### config.mk
export PLATFORM = sky130hd
export DESIGN_NAME = dqs_io_scan
export DESIGN_NICKNAME = d
export VERILOG_FILES = /design/src/design/dqs_pkg.sv /design/src/design/dqs_edge_det.sv /design/src/design/dqs_io_scan.sv
export VERILOG_INCLUDE_DIRS = /design/src /design/src/design
export SDC_FILE = /design/constraint.sdc
export NUM_CORES = 1
export LEC_CHECK = 0
export BUFFER_PORTS_ARGS = -buffer_cell sky130_fd_sc_hd__buf_2
export CORE_AREA = 4 4 112 114
export DETAILED_ROUTE_END_ITERATION = 16
export DIE_AREA = 0 0 116 118
export PLACE_DENSITY = 0.74
export SLEW_MARGIN = 0
export SYNTH_ARGS = -nofsm -noshare
export SYNTH_HDL_FRONTEND = slang
export SYNTH_SLANG_ARGS = --single-unit
### constraint.sdc
create_clock -name mclk -period 6.4 [get_ports mclk]
set_input_delay 1.28 -clock mclk [delete_from_list [all_inputs] [get_ports mclk]]
set_output_delay 1.28 -clock mclk [all_outputs]
set_load 0.01 [all_outputs]
### src/design/dqs_regs.svh
// Register indices, field positions, reset values for the I/O and scan block
`ifndef DQS_REGS_SVH
`define DQS_REGS_SVH

// Register indices; the APB byte address is four times the index
`define DQS_IDX_DAC 8'h00
`define DQS_IDX_DIO 8'h02
`define DQS_IDX_EXT 8'h04
`define DQS_IDX_CHAN 8'h06
`define DQS_IDX_GAIN 8'h08
`define DQS_IDX_MODE 8'h0A
`define DQS_IDX_SWTRIG 8'h0E
`define DQS_IDX_EXTCFG 8'h10
`define DQS_IDX_CONVCH 8'h14

// Trigger mode register fields
`define DQS_MODE_AUTO_SCAN_ENABLE 0
`define DQS_MODE_TPST 1
`define DQS_MODE_EITS 2
`define DQS_MODE_PTRG 3
`define DQS_MODE_W 4

// Field widths
`define DQS_GAIN_W 3
`define DQS_CHAN_W 8
`define DQS_NIB_W 4

// Reset values
`define DQS_RST_DAC 12'h000
`define DQS_RST_DOUT 16'h0000
`define DQS_RST_NIB 4'h0
`define DQS_RST_CHAN 8'h00
`define DQS_RST_GAIN 3'h0
`define DQS_RST_MODE 4'h0

`endif

### src/design/dqs_pkg.sv
// Types shared by the I/O and channel scan block
package dqs_pkg;

  // Extended output port pin modes; first one is the reset mode
  typedef enum logic [1:0] {
    DQS_EXT_INPUT,
    DQS_EXT_DRIVE,
    DQS_EXT_CHAN
  } dqs_ext_mode_e;

  // Edge detector state
  typedef struct packed {
    logic prev;
  } dqs_edge_s;

endpackage

### src/design/dqs_edge_det.sv
// Rising edge detector for one synchronous trigger level
`timescale 1ns/1ns
module dqs_edge_det (
  // Clock and reset
  input wire logic mclk,
  input wire logic rst_n,
  // Level in, one-cycle pulse out
  input wire logic level,
  output logic rise
);

  dqs_pkg::dqs_edge_s st_r;
  dqs_pkg::dqs_edge_s st_nxt;

  // Remember the last level
  always_comb begin
    st_nxt = st_r;
    st_nxt.prev = level;
  end

  // Low reset matches the idle level, so release gives no false edge
  always_ff @(posedge mclk or negedge rst_n) begin
    if (!rst_n) begin
      st_r <= '0;
    end else begin
      st_r <= st_nxt;
    end
  end

  // Combinational pulse, registered by the owner
  assign rise = level & ~st_r.prev;

endmodule // dqs_edge_det

### src/design/dqs_io_scan.sv
// APB register bank: DAC code, digital I/O, extended port, channel scan
//
// Added by the designer: register access over APB.
`timescale 1ns/1ns
`include "dqs_regs.svh"

////////////////////////////////////////////////////////////////////////////
// Operation
// - Written nibble reaches extended output pins only in drive mode.
// - Input mode: extended output pins released, port acts as input.
// - Channel mode: pins show upper channel nibble, scan on or off.
// - Write at 4h loads bits 3-0 into nibble; rest ignored.
// - Read at 4h: nibble in bits 7-4, extended inputs in 3-0.
// - Read at 2h returns the sixteen digital input levels.
// - Write at 2h updates the sixteen digital output latches.
// - Write at 0 holds a twelve-bit DAC code; upper bits ignored.
// - Scan off: the one selected channel is the register value.
// - Scan on: register value is the last channel, sequence starts at 0.
// - Scan on: each rising trigger advances the channel, wrapping to 0 after the last.
// - Channel register is 8 bits: low on-board, high board select.
// - One gain setting for all channels, unchanged by scanning.
// - Conversion starts on rising edge of the selected trigger.
// - Twelve-bit variant exposes converted channel number in data.
// - Channel register written at 6h; low nibble drives on-board mux with scan off.
// - Scan readback: end channel low, current channel high nibble.
module dqs_io_scan #(
  parameter int DAC_W = 12,
  parameter int DIO_W = 16,
  parameter int ADDR_W = 12,
  parameter bit CHAN_READBACK = 1'b1
) (
  // Clock and reset
  input wire logic mclk,
  input wire logic rst_n,
  // APB slave
  input wire logic psel,
  input wire logic penable,
  input wire logic pwrite,
  input wire logic [ADDR_W-1:0] paddr,
  input wire logic [31:0] pwdata,
  output logic [31:0] prdata,
  output logic pready,
  output logic pslverr,
  // Digital I/O pins
  input wire logic [DIO_W-1:0] dig_in_bits,
  output logic [DIO_W-1:0] dig_out_bits,
  // Extended port pins
  input wire logic [3:0] ext_in_pins,
  output logic [3:0] ext_out_pins,
  output logic ext_out_oe_n,
  // Analog front end controls
  output logic [DAC_W-1:0] dac_code_bits,
  output logic [2:0] pga_gain,
  output logic [3:0] mux_onboard_sel,
  output logic [3:0] mux_board_sel,
  // Conversion triggers and start
  input wire logic pacer_tick,
  input wire logic ext_trig_n,
  output logic adc_start,
  output logic [3:0] conv_chan
);

  ////////////////////////////////////////////////////////////////////////
  // Parameter checks

  if (DAC_W < 1 || DAC_W > 16) begin : g_bad_dac
    $error("DAC_W must lie in 1..16");
  end
  if (DIO_W < 1 || DIO_W > 32) begin : g_bad_dio
    $error("DIO_W must lie in 1..32");
  end
  // Word index needs bits 9:2 and the window check bits above 9
  if (ADDR_W < 11) begin : g_bad_addr
    $error("ADDR_W must be at least 11");
  end

  ////////////////////////////////////////////////////////////////////////
  // State

  // One packed record holds every flop of the bank outside the two edge
  // detectors; the next-state copy is built in a single process so no field has two drivers
  typedef struct packed {
    logic [31:0] prdata;
    logic pready;
    logic pslverr;
    logic [DAC_W-1:0] dac;
    logic [DIO_W-1:0] dout;
    logic [3:0] ext_nib;
    logic [7:0] chan;
    logic [2:0] gain;
    logic [3:0] mode;
    dqs_pkg::dqs_ext_mode_e ext_mode;
    logic [3:0] scan_cur;
    logic sw_trig;
    logic adc_start;
    logic [3:0] conv_chan;
    logic [3:0] ext_out;
    logic ext_oe_n;
    logic [3:0] mux_sel;
    logic [3:0] board_sel;
  } dqs_state_s;

  dqs_state_s st_r;
  dqs_state_s st_nxt;

  // Trigger pulses and decode helpers
  logic pacer_rise;
  logic ext_rise;
  logic ext_trig_level;
  logic acc_wr;
  logic [7:0] word_idx;
  logic addr_ok;
  logic trig;
  logic scan_on;

  ////////////////////////////////////////////////////////////////////////
  // Trigger edge detectors

  // Both detectors run all the time, so a source switched in while its
  // level is already high does not fire until it falls and rises again
  // External trigger is active falling, so watch its inverse rise
  assign ext_trig_level = ~ext_trig_n;

  // Trigger levels are taken as synchronous to mclk
  dqs_edge_det u_pacer_edge (
    .mclk(mclk),
    .rst_n(rst_n),
    .level(pacer_tick),
    .rise(pacer_rise)
  );

  dqs_edge_det u_ext_edge (
    .mclk(mclk),
    .rst_n(rst_n),
    .level(ext_trig_level),
    .rise(ext_rise)
  );

  ////////////////////////////////////////////////////////////////////////
  // Bus decode

  // Word map, byte address is four times the index:
  //   00 converter code, write only, reads zero
  //   08 digital inputs on read, output latches on write
  //   10 extended port: nibble on write, nibble and pins on read
  //   18 channel register; scan readback in the high nibble
  //   20 gain code, one setting shared by every channel
  //   28 trigger mode: pretrigger, external, pacer, scan
  //   38 software trigger, write data ignored
  //   40 extended port mode
  //   50 channel of the last started conversion
  // Any other word or a misaligned address answers with pslverr.
  // The window is 1 KB; address bits above it must be zero.

  // Write lands only at the access edge where pready is seen high
  assign acc_wr = psel & penable & pwrite & st_r.pready;
  assign word_idx = paddr[9:2];
  // Misaligned or out-of-window addresses count as unmapped
  assign addr_ok = (paddr[1:0] == 2'b00) &&
                   (paddr[ADDR_W-1:10] == '0);

  // Source select: external wins over internal sources
  always_comb begin
    if (st_r.mode[`DQS_MODE_EITS]) begin
      trig = ext_rise;
    end else if (st_r.mode[`DQS_MODE_TPST]) begin
      trig = pacer_rise;
    end else begin
      trig = st_r.sw_trig;
    end
  end

  assign scan_on = st_r.mode[`DQS_MODE_AUTO_SCAN_ENABLE];

  ////////////////////////////////////////////////////////////////////////
  // Next state

  // Timing from the setup cycle c0: pready, read data and pslverr
  // stand in c1 only. A write lands at the end of c1, and pins, mux
  // selects and extended drivers show it in c2.
  // A trigger edge seen in cycle k raises adc_start in cycle k+1.
  // The software trigger takes one more cycle through its own flop,
  // so its start comes in c3 after the write setup.
  always_comb begin
    st_nxt = st_r;
    st_nxt.sw_trig = 1'b0;
    st_nxt.adc_start = 1'b0;

    // Registered pready: one wait-free access cycle after setup
    st_nxt.pready = psel & ~penable;
    st_nxt.pslverr = 1'b0;
    st_nxt.prdata = 32'h0000_0000;

    // Read data and error prepared in the setup cycle
    // so prdata is a flop that stands for the whole access cycle
    if (psel && !penable) begin
      if (!addr_ok) begin
        st_nxt.pslverr = 1'b1;
      end else if (word_idx == `DQS_IDX_DAC) begin
        st_nxt.prdata = 32'h0000_0000;
      end else if (word_idx == `DQS_IDX_DIO) begin
        st_nxt.prdata[DIO_W-1:0] = dig_in_bits;
      end else if (word_idx == `DQS_IDX_EXT) begin
        st_nxt.prdata[7:0] = {st_r.ext_nib, ext_in_pins};
      end else if (word_idx == `DQS_IDX_CHAN) begin
        // Scan off shows zeros in the high nibble
        if (scan_on) begin
          st_nxt.prdata[7:0] = {st_r.scan_cur, st_r.chan[3:0]};
        end else begin
          st_nxt.prdata[7:0] = {4'h0, st_r.chan[3:0]};
        end
      end else if (word_idx == `DQS_IDX_GAIN) begin
        st_nxt.prdata[2:0] = st_r.gain;
      end else if (word_idx == `DQS_IDX_MODE) begin
        st_nxt.prdata[3:0] = st_r.mode;
      end else if (word_idx == `DQS_IDX_SWTRIG) begin
        st_nxt.prdata = 32'h0000_0000;
      end else if (word_idx == `DQS_IDX_EXTCFG) begin
        st_nxt.prdata[1:0] = st_r.ext_mode;
      end else if (word_idx == `DQS_IDX_CONVCH) begin
        // High-resolution variant reads zero here
        if (CHAN_READBACK) begin
          st_nxt.prdata[3:0] = st_r.conv_chan;
        end
      end else begin
        st_nxt.pslverr = 1'b1;
      end
    end

    // Register writes
    // Refused or read-only words fall through, so a stray access
    // can never move a pin
    if (acc_wr && addr_ok) begin
      if (word_idx == `DQS_IDX_DAC) begin
        st_nxt.dac = pwdata[DAC_W-1:0];
      end else if (word_idx == `DQS_IDX_DIO) begin
        st_nxt.dout = pwdata[DIO_W-1:0];
      end else if (word_idx == `DQS_IDX_EXT) begin
        st_nxt.ext_nib = pwdata[3:0];
      end else if (word_idx == `DQS_IDX_CHAN) begin
        st_nxt.chan = pwdata[7:0];
      end else if (word_idx == `DQS_IDX_GAIN) begin
        st_nxt.gain = pwdata[2:0];
      end else if (word_idx == `DQS_IDX_MODE) begin
        st_nxt.mode = pwdata[3:0];
      end else if (word_idx == `DQS_IDX_SWTRIG) begin
        st_nxt.sw_trig = 1'b1;
      end else if (word_idx == `DQS_IDX_EXTCFG) begin
        // Unused code 3 falls back to input mode, the safe choice
        if (pwdata[1:0] == 2'h1) begin
          st_nxt.ext_mode = dqs_pkg::DQS_EXT_DRIVE;
        end else if (pwdata[1:0] == 2'h2) begin
          st_nxt.ext_mode = dqs_pkg::DQS_EXT_CHAN;
        end else begin
          st_nxt.ext_mode = dqs_pkg::DQS_EXT_INPUT;
        end
      end
    end

    // Conversion start and scan stepping
    // conv_chan records the channel converted now; scan_cur already
    // points at the next one, which the mux shows in the same cycle
    if (!scan_on) begin
      // Scan restarts from channel 0 whenever it is switched back on
      st_nxt.scan_cur = 4'h0;
      if (trig) begin
        st_nxt.adc_start = 1'b1;
        st_nxt.conv_chan = st_r.chan[3:0];
      end
    end else if (trig) begin
      st_nxt.adc_start = 1'b1;
      st_nxt.conv_chan = st_r.scan_cur;
      // Compare with >= so a lowered end channel cannot strand the count
      if (st_r.scan_cur >= st_r.chan[3:0]) begin
        st_nxt.scan_cur = 4'h0;
      end else begin
        st_nxt.scan_cur = st_r.scan_cur + 4'h1;
      end
    end

    // Mux select follows the next channel; gain never touched here
    // Board select is the raw register nibble, never the scan count
    if (st_nxt.mode[`DQS_MODE_AUTO_SCAN_ENABLE]) begin
      st_nxt.mux_sel = st_nxt.scan_cur;
    end else begin
      st_nxt.mux_sel = st_nxt.chan[3:0];
    end
    st_nxt.board_sel = st_nxt.chan[7:4];

    // Extended pin drivers
    // Taken from the next mode so the pins move with the write edge
    // Code 3 is stored as input mode, so it lands in the default
    case (st_nxt.ext_mode)
      dqs_pkg::DQS_EXT_DRIVE: begin
        st_nxt.ext_out = st_nxt.ext_nib;
        st_nxt.ext_oe_n = 1'b0;
      end
      dqs_pkg::DQS_EXT_CHAN: begin
        st_nxt.ext_out = st_nxt.chan[7:4];
        st_nxt.ext_oe_n = 1'b0;
      end
      default: begin
        st_nxt.ext_out = 4'h0;
        st_nxt.ext_oe_n = 1'b1;
      end
    endcase
  end

  ////////////////////////////////////////////////////////////////////////
  // State register

  always_ff @(posedge mclk or negedge rst_n) begin
    if (!rst_n) begin
      // Header values; the port mode starts input-only
      st_r <= '0;
      st_r.dac <= DAC_W'(`DQS_RST_DAC);
      st_r.dout <= DIO_W'(`DQS_RST_DOUT);
      st_r.ext_nib <= `DQS_RST_NIB;
      st_r.chan <= `DQS_RST_CHAN;
      st_r.gain <= `DQS_RST_GAIN;
      st_r.mode <= `DQS_RST_MODE;
      st_r.ext_mode <= dqs_pkg::DQS_EXT_INPUT;
      st_r.ext_oe_n <= 1'b1;
    end else begin
      st_r <= st_nxt;
    end
  end

  ////////////////////////////////////////////////////////////////////////
  // Outputs, all straight from the state register
  // No output passes through logic, so nothing glitches on the pins

  assign prdata = st_r.prdata;
  assign pready = st_r.pready;
  assign pslverr = st_r.pslverr;
  assign dig_out_bits = st_r.dout;
  assign ext_out_pins = st_r.ext_out;
  assign ext_out_oe_n = st_r.ext_oe_n;
  assign dac_code_bits = st_r.dac;
  assign pga_gain = st_r.gain;
  assign mux_onboard_sel = st_r.mux_sel;
  assign mux_board_sel = st_r.board_sel;
  assign adc_start = st_r.adc_start;
  assign conv_chan = st_r.conv_chan;

endmodule // dqs_io_scan

==> impl_metrics.csv, run 1 <==
group,metric,value,unit
logic_synthesis,synth_seq_area_share,48.2,%
final_layout,area_delta_synth_final,10.2,%
critical_path,crit_slowest_cell,"nor2b_1",
final_layout,nFillCells,1115,
timing,max-slew-margin-rel,25.6,%
timing,worstMarginPinSlew,1.12,ns
power,leakagePower,2.69,nW
die,floorplan.die_area,13700,sq um
die,rows,39,
logic_synthesis,synth_top_area_cell,"dfrtp_1",
critical_path,critical_path_buf_inv_count,1,
clock_tree,hold_buffers,0,
placed_design,placed_cells,597,
clock_tree,post_cts_buffers,0,
route,first_iter_violations,252,
clock_tree,cts_buffers,9,
timing,rsz0062_at_grt,"no",
timing,layout_setup_ws,2.80,ns
power,powerDensity,219,nW/um^2
clock_tree,insertion_delay,0.33,ns
logic_synthesis,synthesis.area,4570,sq um
route,antenna_left,0,
job,drv_cap,0,
placed_design,place_ws,2.47,ns
final_layout,final_nets,543,
logic_synthesis,synth_area_leaders,"dfrtp_1 (48%), buf_4 (13%), mux2_2 (11%)",
timing,layout_min_cycle_time,3.60,ns
route,drtPass1Iterations,4,
clock_tree,cts_resized,0,
critical_path,cpPeakStageDelay,0.72,ns
critical_path,critPathKind,"primary input to register",
power,peakVddDrop,149,uV
placed_design,dpl-instance-area,4750,sq um
placed_design,io_buffer_count,121,
outcome,status,"complete, no violations",
route,wl_per_cell,16.6,microns
placed_design,gp_congestion,0.911,
timing,skew,0.00789,ns
critical_path,crit_arrival,3.80,ns
clock_tree,clockRootBuffer,"clkbuf_16",
global_routing,grt_pass1_wl,16.3,mm
hold_path,min_path_type,"register to register",
route,via_per_inst,5.00,
timing,setup_viol,0,
timing,fmax,0.278,GHz
timing,finalSetupTns,0,ns
die,start_util,40.0,%
logic_synthesis,synth_top_area_share,47.7,%
global_routing,gr-total-overflow,0,
route,drc_errors,0,
route,routed-via-count,3062,
final_layout,fin_cells,613,
die,die_y,118,microns
logic_synthesis,ys_async_sr_fraction,100,%
timing,finalCritPeriodShare,56.2,%
final_layout,postLayoutCellArea,5030,sq um
critical_path,startpoint_type,"primary input",
final_layout,insertedDiodeCount,0,
timing,finalMaxSlewViolations,0,
placed_design,dp_hpwl,7.59,mm
critical_path,worstPathMaxFanout,16,
logic_synthesis,synth-seq-cells,88,
global_routing,grtUsageTotal,15.1,%
critical_path,critPathTopFamily,"simple AND/OR/NAND/NOR gates",
logic_synthesis,synth_flop_cell,"dfrtp_1",
die,ios,154,
critical_path,required,6.60,ns
global_routing,grt_pass1_vias,3047,
logic_synthesis,avgSynthCellArea,11.1,sq um
clock_tree,cts_tree,"built",
logic_synthesis,yosysWarnings,0,
clock_tree,cts.clk_slew.worst_paths,0.06,ns
logic_synthesis,syn_inst,410,
critical_path,crit_path_end_kind,"register",
global_routing,grt_max_degree,89,
clock_tree,cts_num_sinks,88,
critical_path,cp_cell_sequence,"buf_2, nor2b_1, nand4_1, mux2_2, a211oi_1, a31oi_1",
clock_tree,cts_max_path_buffers,2,
global_routing,antenna_found_initial,0,
timing,timing.final.hold_violations,0,
final_layout,drive_gt1_share,41.9,%
logic_synthesis,ys_types,55,
route,wl,10.2,mm
clock_tree,cts.htree.levels,3,
die,coreArea,11400,sq um
die,die_x,116,microns
logic_synthesis,synth-edff-count,0,
cells in the mapped netlist, types with 3 or more instances:
cell      count
a31oi_1       6
clkbuf_1      5
dfrtp_1      87
nand3_1       6
a22oi_1       5
mux2i_1       6
a32o_1        4
and2_1       10
nand2_1      27
inv_1        11
buf_4        81
ha_1          7
mux2_4        3
nor3_1        7
nand2b_1      3
nor2b_1       5
o21ai_0      14
a21oi_1      11
buf_2         4
nor2_1       20
a211oi_1      3
mux2_2       45
power breakdown:
part	switching, mW	internal [mW]	leakage [nW]
sequential	0.000594	0.558	1.22
combinational	0.0377	0.0180	1.33
clock	0.214	0.275	0.139
layer usage:
metal	up-vias	track usage, %	wire [microns]
li1	1443	-	-
met1	1483	19.9	4180
met2	122	24.2	5110
met3	14	4.22	783
met4	0	4.21	121
met5	-	0	0
cells by family (layout without fill, tap and decap cells):
logic type | after synthesis | after routing | share of synthesized area [%]
buf+inv | 104 | 149 | 15.5
simple gates | 99 | 99 | 12.4
flops | 88 | 88 | 48.2
compound gates | 57 | 57 | 8.47
mux | 54 | 54 | 13.4
fa+ha+maj | 7 | 7 | 1.92
other cells | 1 | 16 | 0.0821
worst paths after layout:
path	depth (start not counted)	from	slack, ns	endpoint
min	1	dig_out_bits[0]$_DFFE_PN0P_	0.50	dig_out_bits[0]$_DFFE_PN0P_
max in group asynchronous	1	rst_n	4.53	prdata[6]$_DFF_PN0_
min in group asynchronous	1	rst_n	1.12	dig_out_bits[13]$_DFFE_PN0P_
max	6	paddr[4]	2.80	mux_onboard_sel[1]$_DFF_PN0_
max reg2reg	5	pready$_DFF_PN0_	3.89	dig_out_bits[10]$_DFFE_PN0P_
min reg2reg	1	dig_out_bits[0]$_DFFE_PN0P_	0.50	dig_out_bits[0]$_DFFE_PN0P_
final cells by class:
type / instances / area, sq um / area share [%]
clock buffer: 10 / 239 / 4.75
tap: 143 / 179 / 3.56
multi-input combinational: 233 / 1710 / 34.0
timing repair buffer: 121 / 608 / 12.1
sequential: 88 / 2200 / 43.8
inverter: 12 / 45.0 / 0.895
clock inverter: 6 / 43.8 / 0.870
placed cells by master, fill, tap and decap left out, types with 5 or more instances in the layout:
| cell | n |
|---|---|
| nand2_1 | 27 |
| buf_2 | 120 |
| a22oi_1 | 5 |
| mux2i_1 | 6 |
| nor2_1 | 20 |
| inv_1 | 11 |
| and2_1 | 10 |
| a21oi_1 | 11 |
| nor2b_1 | 5 |
| nand3_1 | 6 |
| o21ai_0 | 14 |
| dfrtp_1 | 87 |
| ha_1 | 7 |
| clkbuf_16 | 9 |
| mux2_2 | 45 |
| nor3_1 | 7 |
| conb_1 | 16 |
| a31oi_1 | 6 |
sequential cells by signal, indices dropped and copies added (netlist names), 3 cells and up:
signal           cells
st_r                18
dig_out_bits        16
conv_chan            4
dac_code_bits       12
ext_out_pins         4
pga_gain             3
mux_board_sel        4
prdata              16
mux_onboard_sel      4
per-stage QoR:
stage / hold slack, ns / utilization (%) / total power, mW
2_1_floorplan: 0.480 / - / 0.596
3_3_place_gp: 0.484 / 41.6 / 0.624
3_5_place_dp: 0.490 / 41.6 / 0.625
4_1_cts: 0.504 / 44.1 / 1.12
5_1_grt: 0.516 / 44.1 / 1.15
6_report: 0.504 / 44.1 / 1.10
Note: power is estimated with default switching activity, not from simulation.
==> run 2, diff against run 1 <==
==> constraint.sdc (replaced) <==
create_clock -name mclk -period 3.6 [get_ports mclk]
set_input_delay 0.72 -clock mclk [delete_from_list [all_inputs] [get_ports mclk]]
set_output_delay 0.72 -clock mclk [all_outputs]
set_load 0.01 [all_outputs]
==> impl_metrics.csv, run 2 (synthesized netlist as in run 1, its figures left out) <==
group,metric,value,unit
critical_path,rr_endpoint,"mux_onboard_sel[0]$_DFF_PN0_",
clock_tree,clockRootBuffer,"clkbuf_16",
critical_path,crit_arrival,3.14,ns
route,wl_per_cell,16.5,microns
power,p_sw,477,uW
die,floorplan.die_area,13700,sq um
placed_design,dpl-instance-area,4780,sq um
critical_path,r2r_slack,1.09,ns
die,ios,154,
power,p_seq_share,50.0,%
final_layout,final_nets,547,
final_layout,area_delta_synth_final,10.9,%
die,start_util,40.0,%
timing,timing.hold.ws,0.504,ns
route,via_per_inst,4.96,
clock_tree,cts.htree.levels,3,
global_routing,antenna_found_initial,0,
global_routing,grt_max_degree,89,
global_routing,grt_pass1_vias,3157,
route,first_iter_violations,246,
final_layout,mostFrequentLayoutCell,"buf_2",
timing,skew,0.00672,ns
clock_tree,cts_tree,"built",
clock_tree,insertion_delay,0.34,ns
timing,layout_min_cycle_time,2.86,ns
final_layout,largest_reg_flops,18,
power,p_clk_share,44.9,%
hold_path,min_from,"dac_code_bits[11]$_DFFE_PN0P_",
power,finalPower,1.98,mW
die,die_x,116,microns
power,peakVddDrop,363,uV
route,drc_errors,0,
clock_tree,cts_num_sinks,88,
final_layout,nFillCells,1083,
placed_design,dp_hpwl,7.71,mm
timing,layout_setup_ws,0.735,ns
final_layout,largest_register,"st_r",
global_routing,grt_pass1_wl,16.5,mm
clock_tree,cts_resized,0,
final_layout,final_cell_mix,"buf_2 (120), dfrtp_1 (87), mux2_2 (45), nand2_1 (27), nor2_1 (20)",
route,wl,10.2,mm
power,comb_power_share,5.1,%
clock_tree,cts_max_path_buffers,2,
global_routing,gr-total-overflow,0,
critical_path,startpoint_type,"primary input",
timing,finalSetupTns,0,ns
final_layout,insertedDiodeCount,0,
route,routed-via-count,3062,
critical_path,worstReg2RegStart,"st_r[19]$_DFF_PN0_",
critical_path,crit_slowest_cell,"or4_4",
hold_path,min_path_type,"register to register",
critical_path,required,3.87,ns
timing,worstMarginPinSlew,1.09,ns
power,leakagePower,2.71,nW
clock_tree,cts_buffers,9,
placed_design,io_buffer_count,121,
critical_path,worstPathMaxFanout,12,
timing,rsz0062_at_grt,"no",
final_layout,utilization,44.3,%
power,swShare,24.0,%
timing,setup_viol,0,
timing,finalMaxSlewViolations,0,
outcome,status,"complete, no violations",
critical_path,critPathCapture,"ext_out_pins[3]$_DFF_PN0_",
critical_path,cp_cell_sequence,"buf_2, or4_4, nor3b_1, nand2_1, mux2_2, ha_1, nor2b_1, a32o_1",
route,antenna_left,0,
clock_tree,post_cts_buffers,0,
final_layout,postLayoutCellArea,5060,sq um
route,drtPass1Iterations,4,
global_routing,grtUsageTotal,15.4,%
clock_tree,cts.clk_slew.worst_paths,0.07,ns
placed_design,place_ws,0.367,ns
placed_design,gp_congestion,0.863,
job,drv_cap,0,
timing,finalCritPeriodShare,79.6,%
final_layout,drive_gt1_share,42.4,%
power,powerDensity,392,nW/um^2
critical_path,critPathLaunch,"paddr[3]",
die,die_y,118,microns
die,coreArea,11400,sq um
clock_tree,hold_buffers,0,
final_layout,fin_cells,617,
power,p_int,1.51,mW
timing,fmax,0.349,GHz
critical_path,cpPeakStageDelay,0.53,ns
timing,max-slew-margin-rel,27.0,%
critical_path,crit_path_end_kind,"register",
die,rows,39,
critical_path,critPathKind,"primary input to register",
timing,timing.final.hold_violations,0,
critical_path,rr_worst_depth,8,
placed_design,placed_cells,601,
==> run 2: worst min-delay path by stage <==
stage                                    endpoint  slack, ns  cells past startpoint
global placement     dig_out_bits[13]$_DFFE_PN0P_       0.48                      1
global route          u_pacer_edge.st_r$_DFF_PN0_       0.50                      1
detailed placement  dac_code_bits[11]$_DFFE_PN0P_       0.49                      1
finish              dac_code_bits[11]$_DFFE_PN0P_       0.50                      1
CTS                   u_pacer_edge.st_r$_DFF_PN0_       0.50                      1
floorplan                     adc_start$_DFF_PN0_       0.42                      0
==> run 2: area by class of cell <==
type | instances | area (sq um) | share of cell area [%]
flip-flops and latches | 88 | 2200 | 43.5
well taps | 143 | 179 | 3.53
multi-input cells | 233 | 1710 | 33.8
inverters | 12 | 45.0 | 0.890
repair buffers | 125 | 638 | 12.6
clock inverters | 7 | 60.1 | 1.19
clock buffers | 9 | 225 | 4.45
==> run 2: worst max-delay path: cells and delay by family <==
family	cells	cell delay (ns)
AND/OR/NAND/NOR	4	1.41
multiplexers	1	0.34
adder cells (fa/ha/maj)	1	0.31
buffers and inverters	1	0.18
AO/OA/AOI/OAI	1	0.18
==> run 2: routing by layer <==
metal / wire, microns / global-route usage, % / share of wire [%] / vias up
li1: - / - / - / 1449
met1: 4190 / 19.8 / 41 / 1486
met2: 5070 / 25.1 / 50 / 117
met3: 786 / 4.83 / 7.7 / 10
met4: 130 / 4.13 / 1.3 / 0
met5: 0 / 0 / 0 / -
==> run 2: power by group through the flow <==
stage | Sequential [mW] | Clock (mW) | Combinational (mW)
after global placement | 1.01 | 0 | 0.0995
after CTS | 0.992 | 0.920 | 0.103
after detailed placement | 1.01 | 0 | 0.102
after global routing | 0.992 | 0.970 | 0.114
after floorplan | 1.01 | 0 | 0.0472
final | 0.993 | 0.890 | 0.100
